===== src/wdlt_pkg.sv =====
// Operation
// - Late-interrupt flag sets when no feed completes before the interrupt threshold.
// - Late event raises the interrupt only while interrupt-allow is 1; flag sets anyway.
// - Enable bit turns the watchdog on at 1, off at 0; resets to 0.
// - Reset selector picks 2^(31-code) clock periods, 0x0 to 0xF.
// - Interrupt selector picks 2^(31-code) clock periods, 0x0 to 0xF.
// - Reset-allow bit gates whether a late-reset event resets the system.
// - Feed is writes 0xA5 then 0x5A to the feed register; clears the counter.
package wdlt_pkg;

  ////////////////////////////////////////////////////////////////////////////////
  // Register port
  localparam int WDLT_ADDR_W = 8;
  localparam int WDLT_DATA_W = 32;
  localparam logic [WDLT_ADDR_W-1:0] WDLT_OFF_CTRL = 8'h00;
  localparam logic [WDLT_ADDR_W-1:0] WDLT_OFF_FEED = 8'h04;
  localparam logic [WDLT_ADDR_W-1:0] WDLT_OFF_CNT = 8'h0C;
  localparam logic [WDLT_ADDR_W-1:0] WDLT_OFF_STAT = 8'h10;
  localparam logic [WDLT_ADDR_W-1:0] WDLT_OFF_MASK = 8'h14;

  ////////////////////////////////////////////////////////////////////////////////
  // Control fields
  localparam int WDLT_SEL_W = 4;
  localparam int WDLT_INT_SEL_LSB = 0;
  localparam int WDLT_RST_SEL_LSB = 4;
  localparam int WDLT_EN_BIT = 8;
  localparam int WDLT_LATE_BIT = 9;
  localparam int WDLT_INT_EN_BIT = 10;
  localparam int WDLT_RST_EN_BIT = 11;
  localparam logic [WDLT_SEL_W-1:0] WDLT_SEL_RESET = 4'h0;

  ////////////////////////////////////////////////////////////////////////////////
  // Feed sequence
  localparam int WDLT_FEED_W = 8;
  localparam logic [WDLT_FEED_W-1:0] WDLT_FEED_FIRST = 8'hA5;
  localparam logic [WDLT_FEED_W-1:0] WDLT_FEED_SECOND = 8'h5A;

  ////////////////////////////////////////////////////////////////////////////////
  // Status and mask
  localparam int WDLT_ST_W = 2;
  localparam int WDLT_ST_LATE_INT = 0;
  localparam int WDLT_ST_LATE_RST = 1;
  localparam logic [WDLT_ST_W-1:0] WDLT_MASK_RESET = 2'h3;

  ////////////////////////////////////////////////////////////////////////////////
  // Counter
  localparam int WDLT_CNT_W = 32;
  localparam int WDLT_THR_EXP_MAX = 31;
  localparam logic [WDLT_CNT_W-1:0] WDLT_CNT_ONE = 32'h1;
  localparam logic [WDLT_CNT_W-1:0] WDLT_CNT_MAX = 32'hFFFFFFFF;

  typedef enum logic [1:0]
  {
    WDLT_FEED_IDLE = 2'b01,
    WDLT_FEED_ARMED = 2'b10
  } wdlt_feed_state_type;

  // Threshold in counter periods: 2^(base_exp - code)
  function automatic logic [WDLT_CNT_W-1:0] wdlt_thr(input logic [WDLT_SEL_W-1:0] code, input int base_exp);
    wdlt_thr = WDLT_CNT_ONE << (base_exp - int'(code));
  endfunction

endpackage


===== src/wdlt_cnt_if.sv =====
`timescale 1ns/100ps
interface wdlt_cnt_if;
  logic run;
  logic clear;
  logic [wdlt_pkg::WDLT_SEL_W-1:0] int_sel;
  logic [wdlt_pkg::WDLT_SEL_W-1:0] rst_sel;
  logic [wdlt_pkg::WDLT_CNT_W-1:0] count;
  logic int_hit;
  logic rst_hit;

  modport ctl (output run, output clear, output int_sel, output rst_sel,
               input count, input int_hit, input rst_hit);
  modport cnt (input run, input clear, input int_sel, input rst_sel,
               output count, output int_hit, output rst_hit);
endinterface // wdlt_cnt_if


===== src/wdlt_counter.sv =====
`timescale 1ns/100ps
module wdlt_counter #(
  parameter int thr_base_exp = wdlt_pkg::WDLT_THR_EXP_MAX
) (
  // Clock and reset
  input wire logic clock_in,
  input wire logic resetn_in,
  // Control side
  wdlt_cnt_if.cnt cnt_if
);
  import wdlt_pkg::*;

  logic [WDLT_CNT_W-1:0] count_reg;
  logic [WDLT_CNT_W-1:0] count_next;
  logic [WDLT_CNT_W-1:0] int_thr;
  logic [WDLT_CNT_W-1:0] rst_thr;

  ////////////////////////////////////////////////////////////////////////////////
  // Counter; saturates so a long stall never wraps into a second event
  always_comb
  begin
    count_next = count_reg;
    if (cnt_if.clear)
      count_next = '0;
    else if (cnt_if.run && (count_reg != WDLT_CNT_MAX))
      count_next = count_reg + WDLT_CNT_ONE;
  end

  always_ff @(posedge clock_in or negedge resetn_in)
  begin
    if (!resetn_in)
      count_reg <= '0;
    else
      count_reg <= count_next;
  end

  assign int_thr = wdlt_thr(cnt_if.int_sel, thr_base_exp);
  assign rst_thr = wdlt_thr(cnt_if.rst_sel, thr_base_exp);

  // A hit marks the edge on which the count arrives at the threshold
  assign cnt_if.int_hit = cnt_if.run && !cnt_if.clear && (count_reg == int_thr - WDLT_CNT_ONE);
  assign cnt_if.rst_hit = cnt_if.run && !cnt_if.clear && (count_reg == rst_thr - WDLT_CNT_ONE);
  assign cnt_if.count = count_reg;
endmodule // wdlt_counter


===== src/wdlt_top.sv =====
// Design decision made here: the strobed register port.
`timescale 1ns/100ps
module wdlt_top #(
  parameter int thr_base_exp = wdlt_pkg::WDLT_THR_EXP_MAX
) (
  // Clock and reset
  input wire logic clock_in,
  input wire logic resetn_in,
  // Register port
  input wire logic [wdlt_pkg::WDLT_ADDR_W-1:0] addr_in,
  input wire logic [wdlt_pkg::WDLT_DATA_W-1:0] wdata_in,
  input wire logic wr_in,
  input wire logic rd_in,
  output logic [wdlt_pkg::WDLT_DATA_W-1:0] rdata_out,
  // Watchdog events
  output logic irq_out,
  output logic rst_req_out
);
  import wdlt_pkg::*;

  function automatic logic is_at(input logic [WDLT_ADDR_W-1:0] a, input logic [WDLT_ADDR_W-1:0] off);
    is_at = (a == off);
  endfunction

  wdlt_cnt_if cnt_bus();

  logic wr_ctrl;
  logic wr_feed;
  logic wr_stat;
  logic wr_mask;
  logic [WDLT_FEED_W-1:0] feed_byte;
  logic feed_done;
  wdlt_feed_state_type feed_state_reg;
  wdlt_feed_state_type feed_state_next;
  logic en_reg;
  logic en_next;
  logic int_en_reg;
  logic int_en_next;
  logic rst_en_reg;
  logic rst_en_next;
  logic [WDLT_SEL_W-1:0] int_sel_reg;
  logic [WDLT_SEL_W-1:0] int_sel_next;
  logic [WDLT_SEL_W-1:0] rst_sel_reg;
  logic [WDLT_SEL_W-1:0] rst_sel_next;
  logic [WDLT_ST_W-1:0] status_reg;
  logic [WDLT_ST_W-1:0] status_next;
  logic [WDLT_ST_W-1:0] status_set;
  logic [WDLT_ST_W-1:0] status_clr;
  logic [WDLT_ST_W-1:0] mask_reg;
  logic [WDLT_ST_W-1:0] mask_next;
  logic irq_reg;
  logic irq_next;
  logic rst_req_reg;
  logic rst_req_next;
  logic [WDLT_DATA_W-1:0] rdata_reg;
  logic [WDLT_DATA_W-1:0] rdata_next;

  ////////////////////////////////////////////////////////////////////////////////
  // Address decode
  assign wr_ctrl = wr_in && is_at(addr_in, WDLT_OFF_CTRL);
  assign wr_feed = wr_in && is_at(addr_in, WDLT_OFF_FEED);
  assign wr_stat = wr_in && is_at(addr_in, WDLT_OFF_STAT);
  assign wr_mask = wr_in && is_at(addr_in, WDLT_OFF_MASK);
  assign feed_byte = wdata_in[WDLT_FEED_W-1:0];

  ////////////////////////////////////////////////////////////////////////////////
  // Feed sequence: the two writes must be consecutive bus writes
  always_comb
  begin
    feed_state_next = feed_state_reg;
    feed_done = 1'b0;
    case (feed_state_reg)
      WDLT_FEED_IDLE:
      begin
        if (wr_feed && (feed_byte == WDLT_FEED_FIRST))
          feed_state_next = WDLT_FEED_ARMED;
      end
      WDLT_FEED_ARMED:
      begin
        if (wr_feed && (feed_byte == WDLT_FEED_SECOND))
          feed_done = 1'b1;
        // Any other write breaks the pair; a repeated first byte re-arms
        if (wr_in)
        begin
          if (wr_feed && (feed_byte == WDLT_FEED_FIRST))
            feed_state_next = WDLT_FEED_ARMED;
          else
            feed_state_next = WDLT_FEED_IDLE;
        end
      end
      default:
        feed_state_next = WDLT_FEED_IDLE;
    endcase
  end

  always_ff @(posedge clock_in or negedge resetn_in)
  begin
    if (!resetn_in)
      feed_state_reg <= WDLT_FEED_IDLE;
    else
      feed_state_reg <= feed_state_next;
  end

  ////////////////////////////////////////////////////////////////////////////////
  // Control register
  always_comb
  begin
    en_next = en_reg;
    int_en_next = int_en_reg;
    rst_en_next = rst_en_reg;
    int_sel_next = int_sel_reg;
    rst_sel_next = rst_sel_reg;
    if (wr_ctrl)
    begin
      // enable bit; timing is left to software
      en_next = wdata_in[WDLT_EN_BIT];
      int_en_next = wdata_in[WDLT_INT_EN_BIT];
      rst_en_next = wdata_in[WDLT_RST_EN_BIT];
      // selectors frozen while running, keeps thresholds coherent
      if (!en_reg)
      begin
        int_sel_next = wdata_in[WDLT_INT_SEL_LSB +: WDLT_SEL_W];
        rst_sel_next = wdata_in[WDLT_RST_SEL_LSB +: WDLT_SEL_W];
      end
    end
  end

  always_ff @(posedge clock_in or negedge resetn_in)
  begin
    if (!resetn_in)
    begin
      en_reg <= 1'b0;
      int_en_reg <= 1'b0;
      rst_en_reg <= 1'b0;
      int_sel_reg <= WDLT_SEL_RESET;
      rst_sel_reg <= WDLT_SEL_RESET;
    end
    else
    begin
      en_reg <= en_next;
      int_en_reg <= int_en_next;
      rst_en_reg <= rst_en_next;
      int_sel_reg <= int_sel_next;
      rst_sel_reg <= rst_sel_next;
    end
  end

  ////////////////////////////////////////////////////////////////////////////////
  // Counter
  assign cnt_bus.run = en_reg;
  assign cnt_bus.clear = feed_done;
  assign cnt_bus.int_sel = int_sel_reg;
  assign cnt_bus.rst_sel = rst_sel_reg;

  wdlt_counter #(
    .thr_base_exp(thr_base_exp)
  ) u_counter (
    .clock_in(clock_in),
    .resetn_in(resetn_in),
    .cnt_if(cnt_bus.cnt)
  );

  ////////////////////////////////////////////////////////////////////////////////
  // Status, mask, interrupt and reset request
  always_comb
  begin
    status_set = '0;
    status_clr = '0;
    status_set[WDLT_ST_LATE_INT] = cnt_bus.int_hit;
    status_set[WDLT_ST_LATE_RST] = cnt_bus.rst_hit;
    if (wr_stat)
      status_clr = wdata_in[WDLT_ST_W-1:0];
    if (wr_ctrl && wdata_in[WDLT_LATE_BIT])
      status_clr[WDLT_ST_LATE_INT] = 1'b1;
    // Set wins over a clear in the same cycle so no event is lost
    status_next = (status_reg & ~status_clr) | status_set;
    mask_next = wr_mask ? wdata_in[WDLT_ST_W-1:0] : mask_reg;
    irq_next = int_en_next && (|(status_next & mask_next));
    rst_req_next = rst_en_reg && cnt_bus.rst_hit;
  end

  always_ff @(posedge clock_in or negedge resetn_in)
  begin
    if (!resetn_in)
    begin
      status_reg <= '0;
      mask_reg <= WDLT_MASK_RESET;
      irq_reg <= 1'b0;
      rst_req_reg <= 1'b0;
    end
    else
    begin
      status_reg <= status_next;
      mask_reg <= mask_next;
      irq_reg <= irq_next;
      rst_req_reg <= rst_req_next;
    end
  end

  ////////////////////////////////////////////////////////////////////////////////
  // Read port: data valid only in the cycle after the strobe
  always_comb
  begin
    rdata_next = '0;
    if (rd_in)
    begin
      case (addr_in)
        WDLT_OFF_CTRL:
        begin
          rdata_next[WDLT_INT_SEL_LSB +: WDLT_SEL_W] = int_sel_reg;
          rdata_next[WDLT_RST_SEL_LSB +: WDLT_SEL_W] = rst_sel_reg;
          rdata_next[WDLT_EN_BIT] = en_reg;
          rdata_next[WDLT_LATE_BIT] = status_reg[WDLT_ST_LATE_INT];
          rdata_next[WDLT_INT_EN_BIT] = int_en_reg;
          rdata_next[WDLT_RST_EN_BIT] = rst_en_reg;
        end
        WDLT_OFF_CNT:
          rdata_next[WDLT_CNT_W-1:0] = cnt_bus.count;
        WDLT_OFF_STAT:
          rdata_next[WDLT_ST_W-1:0] = status_reg;
        WDLT_OFF_MASK:
          rdata_next[WDLT_ST_W-1:0] = mask_reg;
        default:
          rdata_next = '0;
      endcase
    end
  end

  always_ff @(posedge clock_in or negedge resetn_in)
  begin
    if (!resetn_in)
      rdata_reg <= '0;
    else
      rdata_reg <= rdata_next;
  end

  assign rdata_out = rdata_reg;
  assign irq_out = irq_reg;
  assign rst_req_out = rst_req_reg;
endmodule // wdlt_top


===== config.mk =====
export PLATFORM = sky130hd
export DESIGN_NAME = wdlt_top
export DESIGN_NICKNAME = d
export VERILOG_FILES = /design/src/wdlt_pkg.sv /design/src/wdlt_cnt_if.sv /design/src/wdlt_counter.sv /design/src/wdlt_top.sv
export SDC_FILE = /design/constraint.sdc
export NUM_CORES = 1
export LEC_CHECK = 0
export BUFFER_PORTS_ARGS = -buffer_cell sky130_fd_sc_hd__buf_4
export CAP_MARGIN = 20
export CORE_UTILIZATION = 30
export CTS_CLUSTER_DIAMETER = 30
export DETAILED_ROUTE_END_ITERATION = 8
export GPL_TIMING_DRIVEN = 1
export PLACE_DENSITY_LB_ADDON = 0.15
export SYNTH_ARGS = -nofsm -noshare
export SYNTH_HDL_FRONTEND = slang
export SYNTH_SLANG_ARGS = --single-unit

===== constraint.sdc =====
create_clock -name clock_in -period 4.82 [get_ports clock_in]
set_clock_uncertainty 0.1 [all_clocks]
set_input_delay 0.964 -clock clock_in [delete_from_list [all_inputs] [get_ports clock_in]]
set_output_delay 0.964 -clock clock_in [all_outputs]
set_load 0.02 [all_outputs]

## Yosys cells after proc, flatten, opt, wreduce, memory -nomap -nowiden

Cells that the tools add are included.

| cells by class | value |
|---|---|
| $add $sub $neg | 5 |
| equal/unequal tests | 13 |
| shift-type cells | 2 |
| mux-type cells | 16 |
| bitwise gates (word level) | 5 |
| reductions and logical operators | 19 |

Operators by type and width:

| cell | number |
|---|---|
| 32-bit 2-to-1 mux | 3 |
| 32-bit == test | 2 |
| 1-bit by 32-bit << shifter with 32-bit output, first input constant | 2 |
| 32-bit by 1-bit subtractor with 32-bit output, second input constant | 2 |
| 32-bit by 1-bit adder with 32-bit output, second input constant | 1 |
| 32-bit inequality test, second input constant | 1 |
| 20-bit 2-to-1 mux | 1 |
| 10-bit case mux with 2 select lines | 1 |
| 8-bit by 5-bit == test with 1-bit output, second input constant | 2 |
| 1-bit logical AND | 13 |
| 5-bit by 4-bit subtractor with 6-bit output, first input constant | 2 |
| 2-bit 2-to-1 mux | 5 |
| 8-bit by 3-bit == test with 1-bit output, second input constant | 1 |
| 8-bit by 4-bit == test with 1-bit output, second input constant | 1 |
| 8-bit by 7-bit == test with 1-bit output, second input constant | 1 |
| 8-bit == test, second input constant | 1 |
| 8-bit logical NOT | 1 |
| 2-bit case mux with 4 select lines | 1 |
| 2-bit bitwise AND | 2 |
| 1-bit 2-to-1 mux | 4 |
| 2-bit inequality test, second input constant | 2 |
| 2-bit case mux with 2 select lines | 1 |
| 2-bit AND reduction | 2 |
| 2-bit by 1-bit == test with 1-bit output, second input constant | 1 |
| 7 further kinds | 7 |

| word-level totals | value |
|---|---|
| register bits after elaboration | 83 |
| input bits | 44 |
| output and inout bits | 34 |
| logic and storage cells | 72 |

## Longest topological paths before layout

| depth | value |
|---|---|
| word-level depth | 12 |
| depth in mapped cells | 13 |
| gate-level depth less buffers | 9 |

## Modules after synthesis

From an unflattened synthesis, not the netlist that was laid out.

| unflattened totals | value |
|---|---|
| cells, all modules | 536 |
| area total of the unflattened synthesis | 4999.8 um^2 |

By module, submodules not included:

| module | instances | cells an instance | area an instance (um^2) | seq. area each (um^2) |
|---|---|---|---|---|
| wdlt_counter | 1 | 380 | 2907.8 | 800.8 |
| wdlt_top | 1 | 156 | 2092.0 | 1280.0 |

## Least setup slack after synthesis

OpenSTA, ideal clock, no wires.

| timing | value |
|---|---|
| kind | reg2reg |
| start | register rst_sel_reg[3] (netlist: cnt_bus.rst_sel[3]) |
| end | register irq_reg (netlist: irq_out) |
| setup time | 0.066 ns |
| arrival time | 2.898 ns |
| required time | 4.654 ns |
| slack | 1.756 ns |
| cell stages (with the launch flop) | 13 |
| path buffers | 4 |
| clock period less this slack | 3.064 ns |
| path through | dfrtp_1 > clkbuf_1 > clkbuf_1 > clkbuf_1 > nand4b_1 > ha_1 > clkbuf_1 > a31o_2 > a221o_1 > a222oi_1 > nand4_1 > a21boi_0 > o31a_1 |

| on the way | value |
|---|---|
| word-level cells in the longest chain between the ends | 9 |

Ends and longest elaborated chain:

| element | line | text |
|---|---|---|
| start: declaration | wdlt_top.sv:43 | `logic [WDLT_SEL_W-1:0] rst_sel_reg;` |
| start signal: assignment | wdlt_top.sv:144 | `rst_sel_reg <= rst_sel_next;` |
| 5-bit by 4-bit subtractor with 6-bit output | wdlt_pkg.sv:60 | `wdlt_thr = WDLT_CNT_ONE << (base_exp - int'(code));` |
| 1-bit by 32-bit << shifter with 32-bit output | wdlt_pkg.sv:60 |  |
| 32-bit by 1-bit subtractor with 32-bit output | wdlt_counter.sv:42 | `assign cnt_if.rst_hit = cnt_if.run && !cnt_if.clear && (count_reg == rst_thr - WDLT_CNT_ONE);` |
| 32-bit == test | wdlt_counter.sv:42 |  |
| 1-bit logical AND | wdlt_counter.sv:42 |  |
| 2-bit OR | wdlt_top.sv:176 | `status_next = (status_reg & ~status_clr) \| status_set;` |
| 2-bit bitwise AND | wdlt_top.sv:178 | `irq_next = int_en_next && (\|(status_next & mask_next));` |
| 2-bit OR reduction | wdlt_top.sv:178 |  |
| 1-bit logical AND | wdlt_top.sv:178 |  |
| via irq_next | wdlt_top.sv:52 | `logic irq_next;` |
| end signal: assignment | wdlt_top.sv:195 | `irq_reg <= irq_next;` |
| end: declaration | wdlt_top.sv:51 | `logic irq_reg;` |

The timed path passes the listed nets, and every way through them passes these cells.
A chain may end at the register's enable or synchronous reset.

## Worst setup path in the final report

Ends and elaborated chain as after synthesis.

==> flow_summary.toml <==
[finish]
layout.cells.non_filler = 756
drive_gt1_share_pct = 19.4
diodes = 0
fin_nets = 589
area_growth_pct = 18.3

[clock_network]
holdBufCountCts = 0
cts_setup_buffers = 0
insertion_delay_ns = 0.35
cts_buffers = 9
clock_path_buffers = 2
clock_sinks = 83
clock-root-buffer = "clkbuf_16"
cts_tree = "yes"
cts.clk_slew.worst_paths_ns = 0.06
cts_resized = 0
htreeDepth = 3

[sta]
rsz0062_at_grt = "false"
max_slew_margin_pct = 44.3
setup_violations = 0
slew_viol_final = 0
worstMarginPinSlew_ns = 0.835
finalHoldViolCount = 0
fin_crit_sh_pct = 72.9
setup-tns-final_ns = 0
period_minus_slack_ns = 3.52
max_freq_ghz = 0.284

[worst_setup_path]
crit_required_ns = 5.00
crit_path_end_kind = "flip-flop"
crit_path_frequent_cell = "nand4_1"
cp_num_cells = 8
cp_top_family = "compound AO/OA/AOI/OAI gates"
reg2reg_depth = 8
critPathLaunchType = "flip-flop"
crit_buf_inv = 0
crit_chain = "nand4_1, ha_1, a31o_2, a221o_1, a222oi_1, nand4_1, a21boi_0, o31a_1"
cp_data_arrival_time_ns = 3.70
crit_fanout = 27
crit_type = "reg2reg"
max_stage_delay_ns = 0.89
cpMaxStageDelayCell = "dfrtp_1"

[synthesis]
ys_warn_count = 0
synth_top_area_share_pct = 42.0
synth_edf_count = 0
synthCells = 513
synth_seq_area_share_pct = 43.6
synthFlopType = "dfrtp_1"
synth_commonest_cells = "80 x dfrtp_1, 38 x nor2_1, 37 x clkbuf_1"
synth.distinct_cells = 64
synth_area_sq_mm = 0.00477
synth_most_common_cell = "dfrtp_1"
syn_area_per_cell_sq_um = 9.30
synth-seq-cells = 83
yosysTopAreaCell = "dfrtp_1"
ys_top_cells_by_area = "dfrtp_1 42%, xnor2_1 5.0%, mux2_2 3.1%"
synth_fp_nets = 562
synthArstFlopShare_pct = 100

[hold_path]
holdPathStages = 1
hp-class = "reg2reg"

[floorplanning]
die_area_sq_mm = 0.0164
coreArea_sq_mm = 0.0154
std_cell_rows = 45
die_w_um = 128
die-height_um = 128
start_util_pct = 31.0
ios = 78

[drt]
wl_um = 12400
viasPerCell = 5.16
drt_pass1_iterations = 6
ant_nets = 0
routed_wire_length_per_instance_um = 16.3
drcViolationCount = 0
first_iter_violations = 255
routed-via-count = 3903

[global_routing]
grt_pass1_wl_um = 20100
grt_max_degree = 47
grt_antenna_before_repair = 0
first_global_vias = 3636
track_usage_pct = 16.0
grt_overflow = 0

[run]
cap_violations = 0

[power_and_ir_drop]
combPwrFrac_pct = 12.0
ir_drop_uv = 167
clkPwrFrac_pct = 44.6
switching_power_mw = 0.451
p_int_mw = 1.27
power_frac_seq_pct = 43.4
finalPower_mw = 1.72
switching_share_pct = 26.2
power_density_mw_per_mm2 = 305
p_leak_nw = 2.50

[place]
hpwl_um = 8620
portBuffers = 57
place.gp.congestion = 0.810
placed_cells = 739

[outcome]
status = "complete, no violations"
per-stage QoR:
| stage | hold WS [ns] | cell area (sq um) | utilization, % | worst slack, ns |
|---|---|---|---|---|
| floorplan | 0.352 | 4770 | - | 1.76 |
| global placement | 0.384 | 5290 | 34.4 | 1.25 |
| detailed placement | 0.385 | 5290 | 34.4 | 1.23 |
| CTS | 0.393 | 5620 | 36.6 | 1.30 |
| global route | 0.413 | 5640 | 36.7 | 1.01 |
| finish | 0.389 | 5640 | 36.7 | 1.30 |
power groups by stage:
stage	Sequential, mW	Clock, mW	Combinational (mW)
detailed placement	0.761	0	0.206
floorplan	0.733	0	0.163
finish	0.748	0.769	0.206
global placement	0.760	0	0.204
global route	0.751	0.822	0.233
CTS	0.747	0.794	0.207
metal layers:
layer | vias up | share of wire, % | wire length [um] | global-route usage (%)
li1 | 1873 | - | - | -
met1 | 1911 | 47 | 5780 | 22.5
met2 | 112 | 47 | 5860 | 24.6
met3 | 7 | 5.0 | 623 | 3.34
met4 | 0 | 0.75 | 93 | 4.50
met5 | - | 0 | 0 | 0
cell usage in the layout, fill, tap and decap left out, drive strengths merged, types with 9 or more instances in the layout:
cell type / netlist / routed
dfrtp: 80 / 80
buf: 7 / 59
nor2: 38 / 38
nand2: 32 / 32
xnor2: 27 / 27
nand3: 25 / 25
and2: 23 / 23
o21ai: 23 / 23
inv: 16 / 18
nor3: 17 / 17
nand4: 16 / 16
a21oi: 15 / 15
mux2: 13 / 13
a22o: 13 / 13
or3: 12 / 12
nor2b: 11 / 11
xor2: 11 / 11
clkbuf: 37 / 11
nor4: 9 / 9
final cells by class:
class | instances | area, sq um
clock inverters | 6 | 93.8
repair buffers | 60 | 468
clock buffers | 10 | 239
well taps | 211 | 264
fillers | 1563 | 9730
multi-input cells | 370 | 2440
inverters | 16 | 60.1
flip-flops and latches | 83 | 2080
path summary, 6_finish.rpt:
check | slack, ns | start | end
setup / recovery | 1.30 | cnt_bus.rst_sel[3]$_DFFE_PN0P_ | irq_out$_DFF_PN0_
hold / removal | 0.39 | int_en_reg$_DFF_PN0_ | rdata_out[10]$_DFF_PN0_
setup reg to reg | 1.30 | cnt_bus.rst_sel[3]$_DFFE_PN0P_ | irq_out$_DFF_PN0_
hold reg to reg | 0.39 | int_en_reg$_DFF_PN0_ | rdata_out[10]$_DFF_PN0_
max in group asynchronous | 3.13 | resetn_in | mask_reg[0]$_DFF_PN1_
min in group asynchronous | 0.52 | resetn_in | rdata_out[26]$_DFF_PN0_
kinds of logic (layout without fill, tap and decap cells):
| logic type | after synthesis | in the layout | synth area share (%) |
|---|---|---|---|
| XOR/XNOR | 38 | 38 | 6.98 |
| multiplexers | 15 | 15 | 3.49 |
| buffers and inverters | 60 | 92 | 5.27 |
| AO/OA/AOI/OAI | 86 | 86 | 12.3 |
| AND/OR/NAND/NOR | 226 | 226 | 27.0 |
| adder cells (fa/ha/maj) | 5 | 5 | 1.31 |
| flip-flops | 83 | 83 | 43.6 |
Note: power is estimated with default switching activity, not from simulation.
